**src/brc_pkg.sv**
```systemverilog
// package: offsets, field positions, reset values and state layout of the bridge window block
package brc_pkg;

   // ****************************************
   // register byte offsets
   // ****************************************
   localparam logic [7:0] OFS_PREF_BASE_HIGH = 8'h28;
   localparam logic [7:0] OFS_PREF_LIMIT_HIGH = 8'h2C;
   localparam logic [7:0] OFS_IO_WINDOW_HIGH = 8'h30;
   localparam logic [7:0] OFS_CAP_POINTER = 8'h34;
   localparam logic [7:0] OFS_INTR_BRIDGE_CTL = 8'h3C;
   localparam logic [7:0] OFS_EVT_STATUS = 8'hF0;
   localparam logic [7:0] OFS_EVT_CLEAR = 8'hF4;
   localparam logic [7:0] OFS_EVT_ENABLE = 8'hF8;

   // ****************************************
   // reset and fixed values
   // ****************************************
   localparam logic [7:0] CAP_POINTER_VALUE = 8'h80;
   localparam logic [7:0] INTR_PIN_VALUE = 8'h00;
   localparam logic [31:0] RESET_WINDOW_HIGH = 32'h0000_0000;
   localparam logic [7:0] RESET_ROUTE_BYTE = 8'h00;

   // ****************************************
   // field positions
   // ****************************************
   localparam int CTL_BIT_LSB = 16;
   localparam int CTL_PARITY_RESP = 0;
   localparam int CTL_SERR_FWD = 1;
   localparam int CTL_ALIAS_BLOCK = 2;
   localparam int EVT_PARITY = 0;
   localparam int EVT_SERR = 1;
   localparam int IO_LOW_BITS = 12;
   localparam int PREF_LOW_BITS = 20;

   // axi answers
   localparam logic [1:0] RESP_OKAY = 2'h0;
   localparam logic [1:0] RESP_SLVERR = 2'h2;

   // register index from the decoder
   typedef enum logic [3:0] {
      REG_NONE = 4'h0,
      REG_PBASE = 4'h1,
      REG_PLIMIT = 4'h2,
      REG_IOWIN = 4'h3,
      REG_CAP = 4'h4,
      REG_INTCTL = 4'h5,
      REG_STS = 4'h6,
      REG_CLR = 4'h7,
      REG_IEN = 4'h8
   } brc_reg_t;

   // whole state of the block, registered as one word
   typedef struct packed {
      logic [31:0] pbase_hi;
      logic [31:0] plimit_hi;
      logic [15:0] iobase_hi;
      logic [15:0] iolimit_hi;
      logic [7:0] route_byte;
      logic [2:0] bctl;
      logic [1:0] sts;
      logic [1:0] ien;
      logic aw_held;
      logic w_held;
      logic [7:0] awaddr;
      logic [31:0] wdata;
      logic [3:0] wstrb;
      logic bvalid;
      logic [1:0] bresp;
      logic rvalid;
      logic [31:0] rdata;
      logic [1:0] rresp;
      logic [2:0] serr_sync;
      logic serr_lvl;
      logic pref_hit;
      logic io_down;
      logic io_up;
      logic serr_fwd;
      logic par_report;
   } brc_state_t;

endpackage

```
**src/brc_bridge_window.sv**
```systemverilog
// bridge window upper halves, capability pointer, interrupt bytes and low bridge control bits
//
// Behaviour
// - prefetch base high word, read/write, reset zero
// - prefetch limit high word, read/write, reset zero
// - io base high in bits 15:0
// - io limit high in bits 31:16
// - capability pointer read-only, reads 80h
// - routing byte writable, drives nothing
// - interrupt pin byte reads zero
// - parity response bit gates secondary parity errors
// - error forward bit gates forwarding of secondary system error, not its status bit or irq
// - alias filtering only inside window, below 64KB
// - filter off forwards whole io window
// - filter on blocks upper 768 bytes per 1KB
// - filter on forwards those addresses upstream
// - prefetch lower bound low bits zero
// - prefetch upper bound low bits ones
`timescale 1ns/1ps

module brc_bridge_window (
   input wire logic clk_sys,
   input wire logic rst_b,
   // axi4-lite slave
   input wire logic [7:0] s_axi_awaddr,
   input wire logic [2:0] s_axi_awprot,
   input wire logic s_axi_awvalid,
   output logic s_axi_awready,
   input wire logic [31:0] s_axi_wdata,
   input wire logic [3:0] s_axi_wstrb,
   input wire logic s_axi_wvalid,
   output logic s_axi_wready,
   output logic [1:0] s_axi_bresp,
   output logic s_axi_bvalid,
   input wire logic s_axi_bready,
   input wire logic [7:0] s_axi_araddr,
   input wire logic [2:0] s_axi_arprot,
   input wire logic s_axi_arvalid,
   output logic s_axi_arready,
   output logic [31:0] s_axi_rdata,
   output logic [1:0] s_axi_rresp,
   output logic s_axi_rvalid,
   input wire logic s_axi_rready,
   // lower window halves from the neighbouring register block
   input wire logic [11:0] pref_base_low,
   input wire logic [11:0] pref_limit_low,
   input wire logic [3:0] io_base_low,
   input wire logic [3:0] io_limit_low,
   // forwarding queries
   input wire logic [63:0] mem_query_addr,
   input wire logic [31:0] io_down_addr,
   input wire logic [31:0] io_up_addr,
   output logic pref_window_hit,
   output logic io_forward_down,
   output logic io_forward_up,
   // secondary bus error sources
   input wire logic secondary_system_error_in_b,
   input wire logic sec_parity_error_in,
   output logic primary_system_error_req,
   output logic sec_parity_report,
   output logic legacy_alias_block_enable,
   output logic irq
);

   // ****************************************
   // decoding helpers
   // ****************************************

   // address to register index, shared by reads and writes
   function automatic brc_pkg::brc_reg_t reg_index(input logic [7:0] a);
      brc_pkg::brc_reg_t r;
      r = brc_pkg::REG_NONE;
      // low two address bits dropped, words are aligned
      unique case ({a[7:2], 2'b00})
         brc_pkg::OFS_PREF_BASE_HIGH: r = brc_pkg::REG_PBASE;
         brc_pkg::OFS_PREF_LIMIT_HIGH: r = brc_pkg::REG_PLIMIT;
         brc_pkg::OFS_IO_WINDOW_HIGH: r = brc_pkg::REG_IOWIN;
         brc_pkg::OFS_CAP_POINTER: r = brc_pkg::REG_CAP;
         brc_pkg::OFS_INTR_BRIDGE_CTL: r = brc_pkg::REG_INTCTL;
         brc_pkg::OFS_EVT_STATUS: r = brc_pkg::REG_STS;
         brc_pkg::OFS_EVT_CLEAR: r = brc_pkg::REG_CLR;
         brc_pkg::OFS_EVT_ENABLE: r = brc_pkg::REG_IEN;
         default: r = brc_pkg::REG_NONE;
      endcase
      return r;
   endfunction

   // per-byte merge of write data into an old word
   function automatic logic [31:0] merge(input logic [31:0] old, input logic [31:0] nw, input logic [3:0] be);
      logic [31:0] m;
      m = old;
      // lanes without a strobe keep the old byte
      for (int i = 0; i < 4; i++) begin
         if (be[i]) begin
            m[i*8 +: 8] = nw[i*8 +: 8];
         end
      end
      return m;
   endfunction

   // ****************************************
   // state
   // ****************************************
   // every flop of the block lives in q
   brc_pkg::brc_state_t q; // registered state
   brc_pkg::brc_state_t d; // next state
   logic [63:0] pref_lo_bound; // formed 64-bit lower bound
   logic [63:0] pref_hi_bound; // formed 64-bit upper bound
   logic [31:0] io_lo_bound; // formed io lower bound
   logic [31:0] io_hi_bound; // formed io upper bound
   logic dn_in_win; // downstream address inside io window
   logic dn_filtered; // downstream address in alias region
   logic up_in_win; // upstream address inside io window
   logic up_filtered; // upstream address in alias region
   logic wr_fire; // both write halves held, response free
   logic rd_fire; // read address taken
   logic [31:0] wr_word; // word at write address before merge
   logic [31:0] rd_word; // word at read address
   brc_pkg::brc_reg_t wr_idx; // decoded write target
   brc_pkg::brc_reg_t rd_idx; // decoded read target
   logic [1:0] evt_set; // events this cycle
   logic [31:0] wr_merged; // write data merged into the old word
   logic [1:0] clr_bits; // status bits named by a clear write

   // ****************************************
   // window bounds
   // ****************************************

   assign pref_lo_bound = {q.pbase_hi, pref_base_low, {brc_pkg::PREF_LOW_BITS{1'b0}}};
   assign pref_hi_bound = {q.plimit_hi, pref_limit_low, {brc_pkg::PREF_LOW_BITS{1'b1}}};
   // io bounds: low bits zero below, ones above
   assign io_lo_bound = {q.iobase_hi, io_base_low, {brc_pkg::IO_LOW_BITS{1'b0}}};
   assign io_hi_bound = {q.iolimit_hi, io_limit_low, {brc_pkg::IO_LOW_BITS{1'b1}}};

   assign dn_in_win = (io_down_addr >= io_lo_bound) && (io_down_addr <= io_hi_bound);
   assign up_in_win = (io_up_addr >= io_lo_bound) && (io_up_addr <= io_hi_bound);

   // below 64KB, offset 100h..3FFh of each 1KB
   assign dn_filtered = dn_in_win && (io_down_addr[31:16] == 16'h0000) && (io_down_addr[9:8] != 2'h0);
   assign up_filtered = up_in_win && (io_up_addr[31:16] == 16'h0000) && (io_up_addr[9:8] != 2'h0);

   // ****************************************
   // bus decode
   // ****************************************
   // a write retires once both halves are in and no response waits
   assign wr_fire = q.aw_held && q.w_held && !q.bvalid;
   assign rd_fire = s_axi_arvalid && s_axi_arready;
   assign wr_idx = reg_index(q.awaddr);
   assign rd_idx = reg_index(s_axi_araddr);

   // current contents by register, for reads and write merging
   function automatic logic [31:0] reg_word(input brc_pkg::brc_reg_t r, input brc_pkg::brc_state_t s);
      logic [31:0] w;
      w = 32'h0000_0000;
      unique case (r)
         brc_pkg::REG_PBASE: w = s.pbase_hi;
         brc_pkg::REG_PLIMIT: w = s.plimit_hi;
         brc_pkg::REG_IOWIN: w = {s.iolimit_hi, s.iobase_hi};
         brc_pkg::REG_CAP: w = {24'h000000, brc_pkg::CAP_POINTER_VALUE};
         brc_pkg::REG_INTCTL: w = {13'h0, s.bctl, brc_pkg::INTR_PIN_VALUE, s.route_byte};
         brc_pkg::REG_STS: w = {30'h0, s.sts};
         brc_pkg::REG_IEN: w = {30'h0, s.ien};
         default: w = 32'h0000_0000;
      endcase
      return w;
   endfunction

   assign rd_word = reg_word(rd_idx, q);
   assign wr_word = reg_word(wr_idx, q);

   // one merge feeds every register, strobes act alike
   assign wr_merged = merge(wr_word, q.wdata, q.wstrb);
   // clear mask follows the low byte strobe
   assign clr_bits = q.wdata[1:0] & {2{q.wstrb[0]}};

   // events: parity only when enabled, error on its asserting edge
   always_comb begin
      evt_set = 2'b00;
      evt_set[brc_pkg::EVT_PARITY] = sec_parity_error_in && q.bctl[brc_pkg::CTL_PARITY_RESP];
      // next level worked out from q, so no loop runs through d
      evt_set[brc_pkg::EVT_SERR] = (q.serr_sync[1] == q.serr_sync[2]) && q.serr_sync[2] && !q.serr_lvl;
   end

   // ****************************************
   // next state
   // ****************************************
   always_comb begin
      d = q;
      // write channel capture, either order
      if (s_axi_awvalid && s_axi_awready) begin
         d.aw_held = 1'b1;
         d.awaddr = s_axi_awaddr;
      end
      if (s_axi_wvalid && s_axi_wready) begin
         d.w_held = 1'b1;
         d.wdata = s_axi_wdata;
         d.wstrb = s_axi_wstrb;
      end
      // response leaves on the bready edge
      if (s_axi_bvalid && s_axi_bready) begin
         d.bvalid = 1'b0;
      end
      // answer and register update land on one edge
      if (wr_fire) begin
         d.aw_held = 1'b0;
         d.w_held = 1'b0;
         d.bvalid = 1'b1;
         d.bresp = (wr_idx == brc_pkg::REG_NONE) ? brc_pkg::RESP_SLVERR : brc_pkg::RESP_OKAY;
         unique case (wr_idx)
            brc_pkg::REG_PBASE: d.pbase_hi = wr_merged;
            brc_pkg::REG_PLIMIT: d.plimit_hi = wr_merged;
            brc_pkg::REG_IOWIN: begin
               d.iobase_hi = wr_merged[15:0];
               d.iolimit_hi = wr_merged[31:16];
            end
            brc_pkg::REG_INTCTL: begin
               d.route_byte = wr_merged[7:0];
               // pin byte stays zero; fixed pin byte
               d.bctl = wr_merged[brc_pkg::CTL_BIT_LSB +: 3];
            end
            // event enables, low two bits only
            brc_pkg::REG_IEN: d.ien = wr_merged[1:0];
            // capability pointer and status ignore writes; read-only
            default: d.bresp = d.bresp;
         endcase
      end
      // read channel: one outstanding, data latched at acceptance
      if (s_axi_rvalid && s_axi_rready) begin
         d.rvalid = 1'b0;
      end
      // word taken as it stands at acceptance
      if (rd_fire) begin
         d.rvalid = 1'b1;
         d.rdata = rd_word;
         d.rresp = (rd_idx == brc_pkg::REG_NONE) ? brc_pkg::RESP_SLVERR : brc_pkg::RESP_OKAY;
      end
      // pin synchroniser, stored as asserted-high
      d.serr_sync = {q.serr_sync[1:0], ~secondary_system_error_in_b};
      // level moves only when the late stages agree; short glitches are lost
      if (q.serr_sync[1] == q.serr_sync[2]) begin
         d.serr_lvl = q.serr_sync[2];
      end
      // status: set wins over a clear in the same cycle
      if (wr_fire && (wr_idx == brc_pkg::REG_CLR)) begin
         d.sts = (q.sts & ~clr_bits) | evt_set;
      end else begin
         d.sts = q.sts | evt_set;
      end
      d.serr_fwd = d.serr_lvl && q.bctl[brc_pkg::CTL_SERR_FWD];
      d.par_report = evt_set[brc_pkg::EVT_PARITY];
      d.pref_hit = (mem_query_addr >= pref_lo_bound) && (mem_query_addr <= pref_hi_bound);
      // whole window when filter off; alias blocked when on
      d.io_down = dn_in_win && !(q.bctl[brc_pkg::CTL_ALIAS_BLOCK] && dn_filtered);
      // aliases go upstream when filter on
      d.io_up = !up_in_win || (q.bctl[brc_pkg::CTL_ALIAS_BLOCK] && up_filtered);
   end

   // ****************************************
   // state register
   // ****************************************
   // async clear from the bus reset
   always_ff @(posedge clk_sys or negedge rst_b) begin
      if (!rst_b) begin
         // every field, windows and bytes included, resets to zero
         q <= '0;
      end else begin
         q <= d;
      end
   end

   // ****************************************
   // outputs
   // ****************************************
   // ready only when the holding slot is empty, which backs up the master
   assign s_axi_awready = !q.aw_held && !q.bvalid;
   assign s_axi_wready = !q.w_held && !q.bvalid;
   assign s_axi_arready = !q.rvalid;
   // responses straight from flops
   assign s_axi_bvalid = q.bvalid;
   assign s_axi_bresp = q.bresp;
   assign s_axi_rvalid = q.rvalid;
   assign s_axi_rdata = q.rdata;
   assign s_axi_rresp = q.rresp;
   // decisions registered, one edge behind the query
   assign pref_window_hit = q.pref_hit;
   assign io_forward_down = q.io_down;
   assign io_forward_up = q.io_up;
   assign primary_system_error_req = q.serr_fwd;
   assign sec_parity_report = q.par_report;
   // filter bit also goes out to the decoder
   assign legacy_alias_block_enable = q.bctl[brc_pkg::CTL_ALIAS_BLOCK];
   // level interrupt, dropped by the clear register or by clearing its enable bit
   assign irq = |(q.sts & q.ien);
endmodule

```
**config.mk**
```make
export PLATFORM = sky130hd
export DESIGN_NAME = brc_bridge_window
export DESIGN_NICKNAME = d
export VERILOG_FILES = /design/src/brc_pkg.sv /design/src/brc_bridge_window.sv
export SDC_FILE = /design/constraint.sdc
export NUM_CORES = 1
export LEC_CHECK = 0
export ABC_AREA = 1
export BUFFER_PORTS_ARGS = -buffer_cell sky130_fd_sc_hd__buf_2
export CORE_AREA = 2 2 181 183
export CTS_CLUSTER_SIZE = 12
export DETAILED_ROUTE_END_ITERATION = 10
export DIE_AREA = 0 0 183 185
export HOLD_SLACK_MARGIN = 0.03
export PLACE_DENSITY = 0.65
export SYNTH_ARGS = -nofsm -noshare
export SYNTH_HDL_FRONTEND = slang
export SYNTH_SLANG_ARGS = --single-unit
```
**constraint.sdc**
```tcl
create_clock -name clk_sys -period 3.1 [get_ports clk_sys]
set_input_delay 0.155 -clock clk_sys [delete_from_list [all_inputs] [get_ports clk_sys]]
set_output_delay 0.155 -clock clk_sys [all_outputs]
set_load 0.1 [all_outputs]
```
# Yosys cells after proc, flatten, opt, wreduce, memory -nomap -nowiden
# Index checks and enable logic that the tools add are counted.
# Widths: inputs -> output; s select.
[totals]
reg_bits = 204
latch_bits = 0
mem_bits_rw = 0
mem_bits_ro = 0
input_bits = 227
output_inout_bits = 48
word_cells = 135
mem_count = 0
[classes]
add_sub_neg = 0
multipliers = 0
n_div = 0
order_cmp = 6
n_eq_ne = 30
shift = 0
mux = 19
bitwise_logic = 7
n_reduce_logical = 48
[ops]
columns = ["operator", "n"]
rows = [
  ["$pmux 32 s7", 1],
  ["$pmux 32 s4", 1],
  ["$ge 32x32->1", 2],
  ["$ge 64x64->1", 1],
  ["$le 32x32->1", 2],
  ["$le 64x64->1", 1],
  ["$pmux 4 s8", 2],
  ["$eq 6x4->1 const B", 10],
  ["$eq 6x6->1 const B", 6],
  ["$mux 35", 1],
  ["$logic_not 16->1", 2],
  ["$mux 8", 4],
  ["$logic_and 1x1->1", 24],
  ["$eq 4x3->1 const B", 5],
  ["$eq 4x2->1 const B", 4],
  ["$reduce_bool 2->1", 6],
  ["$reduce_and 2->1", 5],
  ["$eq 4x1->1 const B", 2],
  ["$eq 4x4->1 const B", 2],
  ["$logic_not 4->1", 2],
  ["$mux 2", 4],
  ["$logic_not 1->1", 7],
  ["$and 2x2->2", 3],
  ["$mux 1", 5],
  ["other kinds (7)", 8],
]

# Depth between registers and ports, before layout
# Gate-level depths: netlist of run 1.
[logic_depth]
ltp_word = 7
mapped_depth = 14
depth_no_buf = 14

# Worst setup path before layout of run 1
# No wires, ideal clock.
[synth_timing]
path_type = "reg-to-reg"
start = "register q, in the netlist s_axi_bvalid"
end = "register q[85] (netlist bit)"
arrival_ns = 3.120
t_required_ns = 2.975
path_slack_ns = -0.145
stages_incl_launch_ff = 4
n_path_buf = 0
period_less_slack_ns = 3.245
path_cell_list = "dfrtp_1 nor2_1 nand2_1 mux2_2"
[synth_between]
elab_chain_len = 3
[synth_rtl]
columns = ["item", "line", "source"]
rows = [
  ["start, declared", "brc_bridge_window.sv:105", "brc_pkg::brc_state_t q;"],
  ["start signal, assigned", "brc_bridge_window.sv:265", "q <= '0;"],
  ["start signal, assigned", "brc_bridge_window.sv:267", "q <= d;"],
  ["$logic_not 1->1", "brc_bridge_window.sv:275", "assign s_axi_awready = !q.aw_held && !q.bvalid;"],
  ["$logic_and 1x1->1", "brc_bridge_window.sv:275", ""],
  ["via s_axi_awready", "brc_bridge_window.sv:28", "output logic s_axi_awready,"],
  ["$logic_and 1x1->1", "brc_bridge_window.sv:190", "if (s_axi_awvalid && s_axi_awready) begin"],
]
# The timed path passes the listed nets, and every way through them passes these cells.
# A chain may end at the register's enable or synchronous reset.

# Worst setup path in the final report of run 1
[layout_timing]
start = "register q[88] (netlist bit)"
end = "register q, in the netlist io_hi_bound[18]"
[layout_between]
elab_chain_len = 5
word_cells_on_any_way = 16
classes_between = "eq/ne (12); mux (3); reduce/logical (1)"
[layout_rtl]
columns = ["item", "line", "source"]
rows = [
  ["$eq 6x6->1 / $eq 6x4->1 (equally long branches)", "brc_bridge_window.sv:74", "unique case ({a[7:2], 2'b00})"],
  ["$pmux 4 s8 *", "brc_bridge_window.sv:74", ""],
  ["$eq 4x4->1 (tied with other cells)", "brc_bridge_window.sv:155", "unique case (r)"],
  ["$pmux 32 s4", "brc_bridge_window.sv:155", ""],
  ["$mux 8", "brc_bridge_window.sv:94", "if (be[i]) begin"],
]
# Mark *: on every way between the ends. The rest lies on a longest branch, timed or not.

==> results.cfg, run 1 <==
[status]
status = complete, no violations

[setup_path]
path_max_fanout = 32
worst_path_most_repeated_cell = nand2_1
max_stage_delay_ps = 590
path_class = reg -> reg
cp-start-kind = flip-flop
crit_family = buffers and inverters
required_ps = 3470
path_buf_inv = 3
crit_arrival_ps = 2580
ff2ff_setup_slack_ps = 900
end_kind = flip-flop
crit_chain = inv_1 -> nor2_1 -> nand4_1 -> buf_4 -> nand2_1 -> inv_2 -> nand3_1 -> nand2_1 -> nand2_1 -> nand2_1 -> nand2_1 -> nand2_1
critPathSlowestCell = inv_2

[clock_network]
clockBufferDepth = 2
cts-root-buf = clkbuf_16
cts_tree = done
cts_buffers = 17
clk_pin_slew_ps = 70
clk_latency_ps = 450
post_cts.repair.setup_buffers = 0
ctsHtreeMaxLevel = 4
clock_sinks = 200

[timing]
fin_crit_sh_pct = 71.0
finalSetupTns_ps = 0
post-route-min-period_ps = 2200
finClkSkew_ps = 14.2
setup_violations = 0
slew_headroom_pct = 28.2
worst_pin_slew_ps = 1070
hold_viol_final = 0
max_freq_mhz = 454
slew_viol_final = 0
rsz0062_at_grt = false

[cells_and_area]
drive_gt1_share_pct = 16.9
area_delta_synth_final_pct = 17.9
final_cell_mix = nand2_1, buf_2, inv_1
diodes = 0
final_common_cell = nand2_1
nets = 2568

[placed_design]
place.port_buffers = 262
dp.final_hpwl_um = 33600
gp_congestion = 0.901

[run]
cap_violations = 0

[floorplanning]
num_io_pins = 275
die_w_um = 183
dieArea_mm2 = 0.0339
die_h_um = 185
initial_core_util_pct = 44.3
fp-row-count = 66
core_mm2 = 0.0320

[route]
viasPerCell = 5.27
num_vias = 13700
wl_per_cell_um = 17.3
drc = 0
ant_nets = 0
first_iter_violations = 1054
wirelength_um = 44900
dr.pass1.iters = 5

[global_route]
grt_pass1_wl_um = 69900
antenna_found_initial = 1
grt_pass1_vias = 13300
gr-total-overflow = 0
grt_max_degree = 84
grt_use_total_pct = 26.8

[synth]
yosysTopAreaCell = dfrtp_1
netlist_top_cells_area = dfrtp_1, nand2_1, ha_1
ys_seq_area_share_pct = 35.3
ys_types = 38
postSynthRegisterBits = 200
synth_edf_count = 0
synthCells = 1916
synth_ff_type = dfrtp_1
synth_top_area_share_pct = 35.3
avgSynthCellArea_um2 = 7.41
yosysWarnings = 0
syn_area_mm2 = 0.0142
async_flop_share_pct = 100

[hold_path]
hold_class = in -> reg

[pwr]
leakage_nw = 8.78
power_density_mw_per_mm2 = 665
peakVddDrop_mv = 0.612
finalPower_w = 0.0111
==> power by group <==
group | switching (W) | internal, W
clock network | 0.00109 | 0.00120
registers | 0.000525 | 0.00337
logic | 0.00331 | 0.00163
==> synthesized netlist by cell type (2+ instances only) <==
cell type	n
o21a_1	3
nor2_1	119
nor3_1	17
inv_2	8
o221ai_1	2
nand2_1	625
nor2_2	4
clkbuf_2	2
nor3b_1	2
buf_6	3
inv_1	237
nor2_4	4
o21bai_1	2
clkinv_1	4
ha_1	169
a21o_1	2
o31ai_1	2
o21ai_1	64
and2_1	2
a21oi_1	90
nor3_4	2
mux2_2	36
a22oi_1	22
buf_4	40
o22ai_1	31
nand4_1	34
buf_2	24
nand3_1	54
clkbuf_1	19
o21ai_0	73
buf_1	3
dfrtp_1	200
nor4_1	12
==> tightest hold or removal path, cell delays in order <==
cell and delay (ps):
buf_2 130, nor4_1 60, nand4_1 90, nand3_1 70
==> routing by layer <==
metal	GRT usage, %	vias to the layer above	share of wire (%)
met5	0	-	0.020
met4	10.1	2	3.3
met3	3.68	73	6.6
met2	46.2	523	48
met1	34.2	6332	42
li1	-	6722	-
==> final timing paths <==
check	startpoint	endpoint	cells after the start
hold / removal	io_up_addr[23]	io_forward_up	4
hold reg to reg	d[7]	d[8]	0
setup / recovery	q[88]	io_hi_bound[18]	12
setup reg to reg	q[88]	io_hi_bound[18]	12
max in group asynchronous	rst_b	pref_lo_bound[42]	3
min in group asynchronous	rst_b	q[89]	2
==> sequential cells by signal (all words and copies together), names as in the netlist <==
name                       count
d                              2
io_forward_down                1
io_forward_up                  1
io_hi_bound                   16
io_lo_bound                   16
legacy_alias_block_enable      1
pref_hi_bound                 32
pref_lo_bound                 32
pref_window_hit                1
primary_system_error_req       1
q                             60
s_axi_bresp                    1
s_axi_bvalid                   1
s_axi_rdata                   32
s_axi_rresp                    1
s_axi_rvalid                   1
sec_parity_report              1
==> cell type report <==
class                      count  area, µm²
inverter                     249        935
timing repair buffer         327       1980
sequential                   200       5000
multi-input combinational   1377       7730
clock inverter                12        143
clock buffer                  19        433
fill                        3140      15300
tap                          408        510
==> what timing repair did <==
action	CTS	global route
gates resized for setup	0	0
hold buffers	47	0
hold endpoints to repair	128	0
==> logic make-up after synthesis <==
family	count (synthesis)	synth area share [%]
AOI/OAI and AO/OA	292	11.2
adders and majority gates	169	14.9
buffers and inverters	340	10.4
DFF	200	35.3
muxes	36	2.86
other	1	0.0264
and+or+nand+nor	878	25.3
==> metrics by stage <==
stage / setup slack [ps] / util (%) / cells / instance area [µm²] / hold WS (ps)
final: 899 / 52.2 / 2592 / 16700 / 110
after global routing: 613 / 52.2 / 2592 / 16700 / 130
after CTS: 916 / 52.2 / 2592 / 16700 / 94.7
after detailed placement: 942 / 48.9 / 2514 / 15700 / 266
after global placement: 944 / 48.9 / 2514 / 15700 / 260
after floorplan: 428 / - / 1917 / 14200 / -141
No activity file was read; power rests on OpenSTA's default activity.
==> inputs of run 2 (changes only) <==
--- a/config.mk
+++ b/config.mk
@@ -12,7 +12,7 @@
 export DETAILED_ROUTE_END_ITERATION = 10
 export DIE_AREA = 0 0 183 185
 export HOLD_SLACK_MARGIN = 0.03
-export PLACE_DENSITY = 0.65
+export PLACE_DENSITY = 0.67
 export SYNTH_ARGS = -nofsm -noshare
 export SYNTH_HDL_FRONTEND = slang
 export SYNTH_SLANG_ARGS = --single-unit
==> constraint.sdc (replaced) <==
create_clock -name clk_sys -period 1.8 [get_ports clk_sys]
set_input_delay 0.09 -clock clk_sys [delete_from_list [all_inputs] [get_ports clk_sys]]
set_output_delay 0.09 -clock clk_sys [all_outputs]
set_load 0.1 [all_outputs]
==> run 2 against run 1 <==
Compared with the run above:
- maximum frequency grew 23%
- non-clock buffer count grew 56
- total power grew 82%
- routed wire length grew 6.8%
- utilization grew 3.1 points
- register-to-register slack lost 890 ps
- critical endpoint is now io_hi_bound[24]
==> results.cfg, run 2 (synthesis gave the netlist of run 1 again) <==
[setup_path]
crit_arrival_ps = 2110
required_ps = 2120
path_class = reg -> reg
end_kind = flip-flop
cp-start-kind = flip-flop
path_max_fanout = 7

[floorplanning]
fp-row-count = 66
die_h_um = 185
die_w_um = 183
num_io_pins = 275
core_mm2 = 0.0320
dieArea_mm2 = 0.0339
initial_core_util_pct = 44.3

[cells_and_area]
multiInputGateArea_mm2 = 0.00800
fillers = 3014
area_delta_synth_final_pct = 24.9
largest_register_ffs = 60
final_common_cell = nand2_1
final_util_pct = 55.3
largest_register = q
drive_gt1_share_pct = 22.3
nets = 2624
stdcell_area_mm2 = 0.0177
final_cell_mix = nand2_1, buf_2, inv_1
regArea_mm2 = 0.00501

[clock_network]
cts_tree = done
clk_latency_ps = 450
ctsHtreeMaxLevel = 4
clockBufferDepth = 2
clk_pin_slew_ps = 80
cts-root-buf = clkbuf_16
clock_sinks = 200
cts_buffers = 17

[route]
dr.pass1.iters = 5
viasPerCell = 5.36
drc = 0
wl_per_cell_um = 18.1
num_vias = 14200
ant_nets = 0
wirelength_um = 48000
first_iter_violations = 1085

[timing]
hold_viol_final = 0
worst_pin_slew_ps = 530
slew_headroom_pct = 64.3
slew_viol_final = 0
max_freq_mhz = 559
rsz0062_at_grt = true
setup_violations = 0
finalSetupTns_ps = 0
fin_crit_sh_pct = 99.4
post-route-min-period_ps = 1790
finClkSkew_ps = 16.2

[placed_design]
place_area_mm2 = 0.0161
place.port_buffers = 262
dp.final_hpwl_um = 35700
gp_congestion = 0.911

[pwr]
leakage_nw = 9.19
peakVddDrop_mv = 0.971
finalPower_w = 0.0202
power_density_mw_per_mm2 = 1140

[global_route]
grt_max_degree = 54
grt_pass1_vias = 13700
gr-total-overflow = 0
grt_pass1_wl_um = 71800
antenna_found_initial = 3
grt_use_total_pct = 27.5

[run]
cap_violations = 0

[hold_path]
hold_class = in -> reg

[status]
status = complete, no violations
[run 2: area by class of cell]
type	count	area share, %
multi-input combinational	1377	45.1
sequential	200	28.3
timing repair buffer	383	15.1
inverter	249	5.34
tap	408	2.88
clock buffer	19	2.56
clock inverter	12	0.678
antenna	2	0.0282
[run 2: metrics by stage]
step / hold slack [ps] / std cells / worst slack (ps)
floorplan: -206 / 1917 / -146
global placement: 67.7 / 2546 / 66.1
detailed placement: 65.9 / 2546 / 48.0
CTS: 31.7 / 2632 / 31.0
global route: 56.1 / 2649 / -99.8
finish: 43.5 / 2650 / 10.3
[run 2: path summary, 6_finish.rpt]
kind | from | slack (ps) | depth (start not counted) | end
hold / removal | io_down_addr[5] | 40 | 6 | io_forward_down
setup reg to reg | q[85] | 10 | 13 | io_hi_bound[24]
min in group asynchronous | rst_b | 150 | 2 | io_hi_bound[28]
hold reg to reg | d[7] | 360 | 0 | d[8]
setup / recovery | q[85] | 10 | 13 | io_hi_bound[24]
max in group asynchronous | rst_b | 960 | 3 | io_lo_bound[16]
[run 2: report_power, final]
part           total, W  internal, W  switching, W
Sequential      0.00675      0.00582      0.000937
Clock           0.00385      0.00200       0.00185
Combinational   0.00964      0.00340       0.00623
[run 2: timing repair]
item | in CTS | in global routing
endpoints found under the hold margin | 250 | 0
setup endpoints to repair | 0 | 83
hold buffers | 55 | 0
buffers inserted | 0 | 11
gates resized for setup | 0 | 86
[run 2: routing by layer]
| metal | vias up | share of wire, % | wire length [µm] | global-route usage [%] |
|---|---|---|---|---|
| li1 | 6849 | - | - | - |
| met1 | 6669 | 41 | 19400 | 34.4 |
| met2 | 569 | 49 | 23300 | 48.6 |
| met3 | 110 | 7.5 | 3610 | 4.19 |
| met4 | 4 | 3.4 | 1620 | 9.44 |
| met5 | - | 0.048 | 23 | 0 |
[run 2: worst max-delay path, stage by stage (launching register included)]
cell and delay [ps]:
dfrtp_2 430, nand2_1 90, nor2_1 160, nand2_2 100, inv_2 100, nor2_4 50
buf_12 140, clkbuf_16 170, nand3_2 70, nand2_1 50, nand2_1 70, nand2_2 100
nand2_1 70, o21ai_1 70
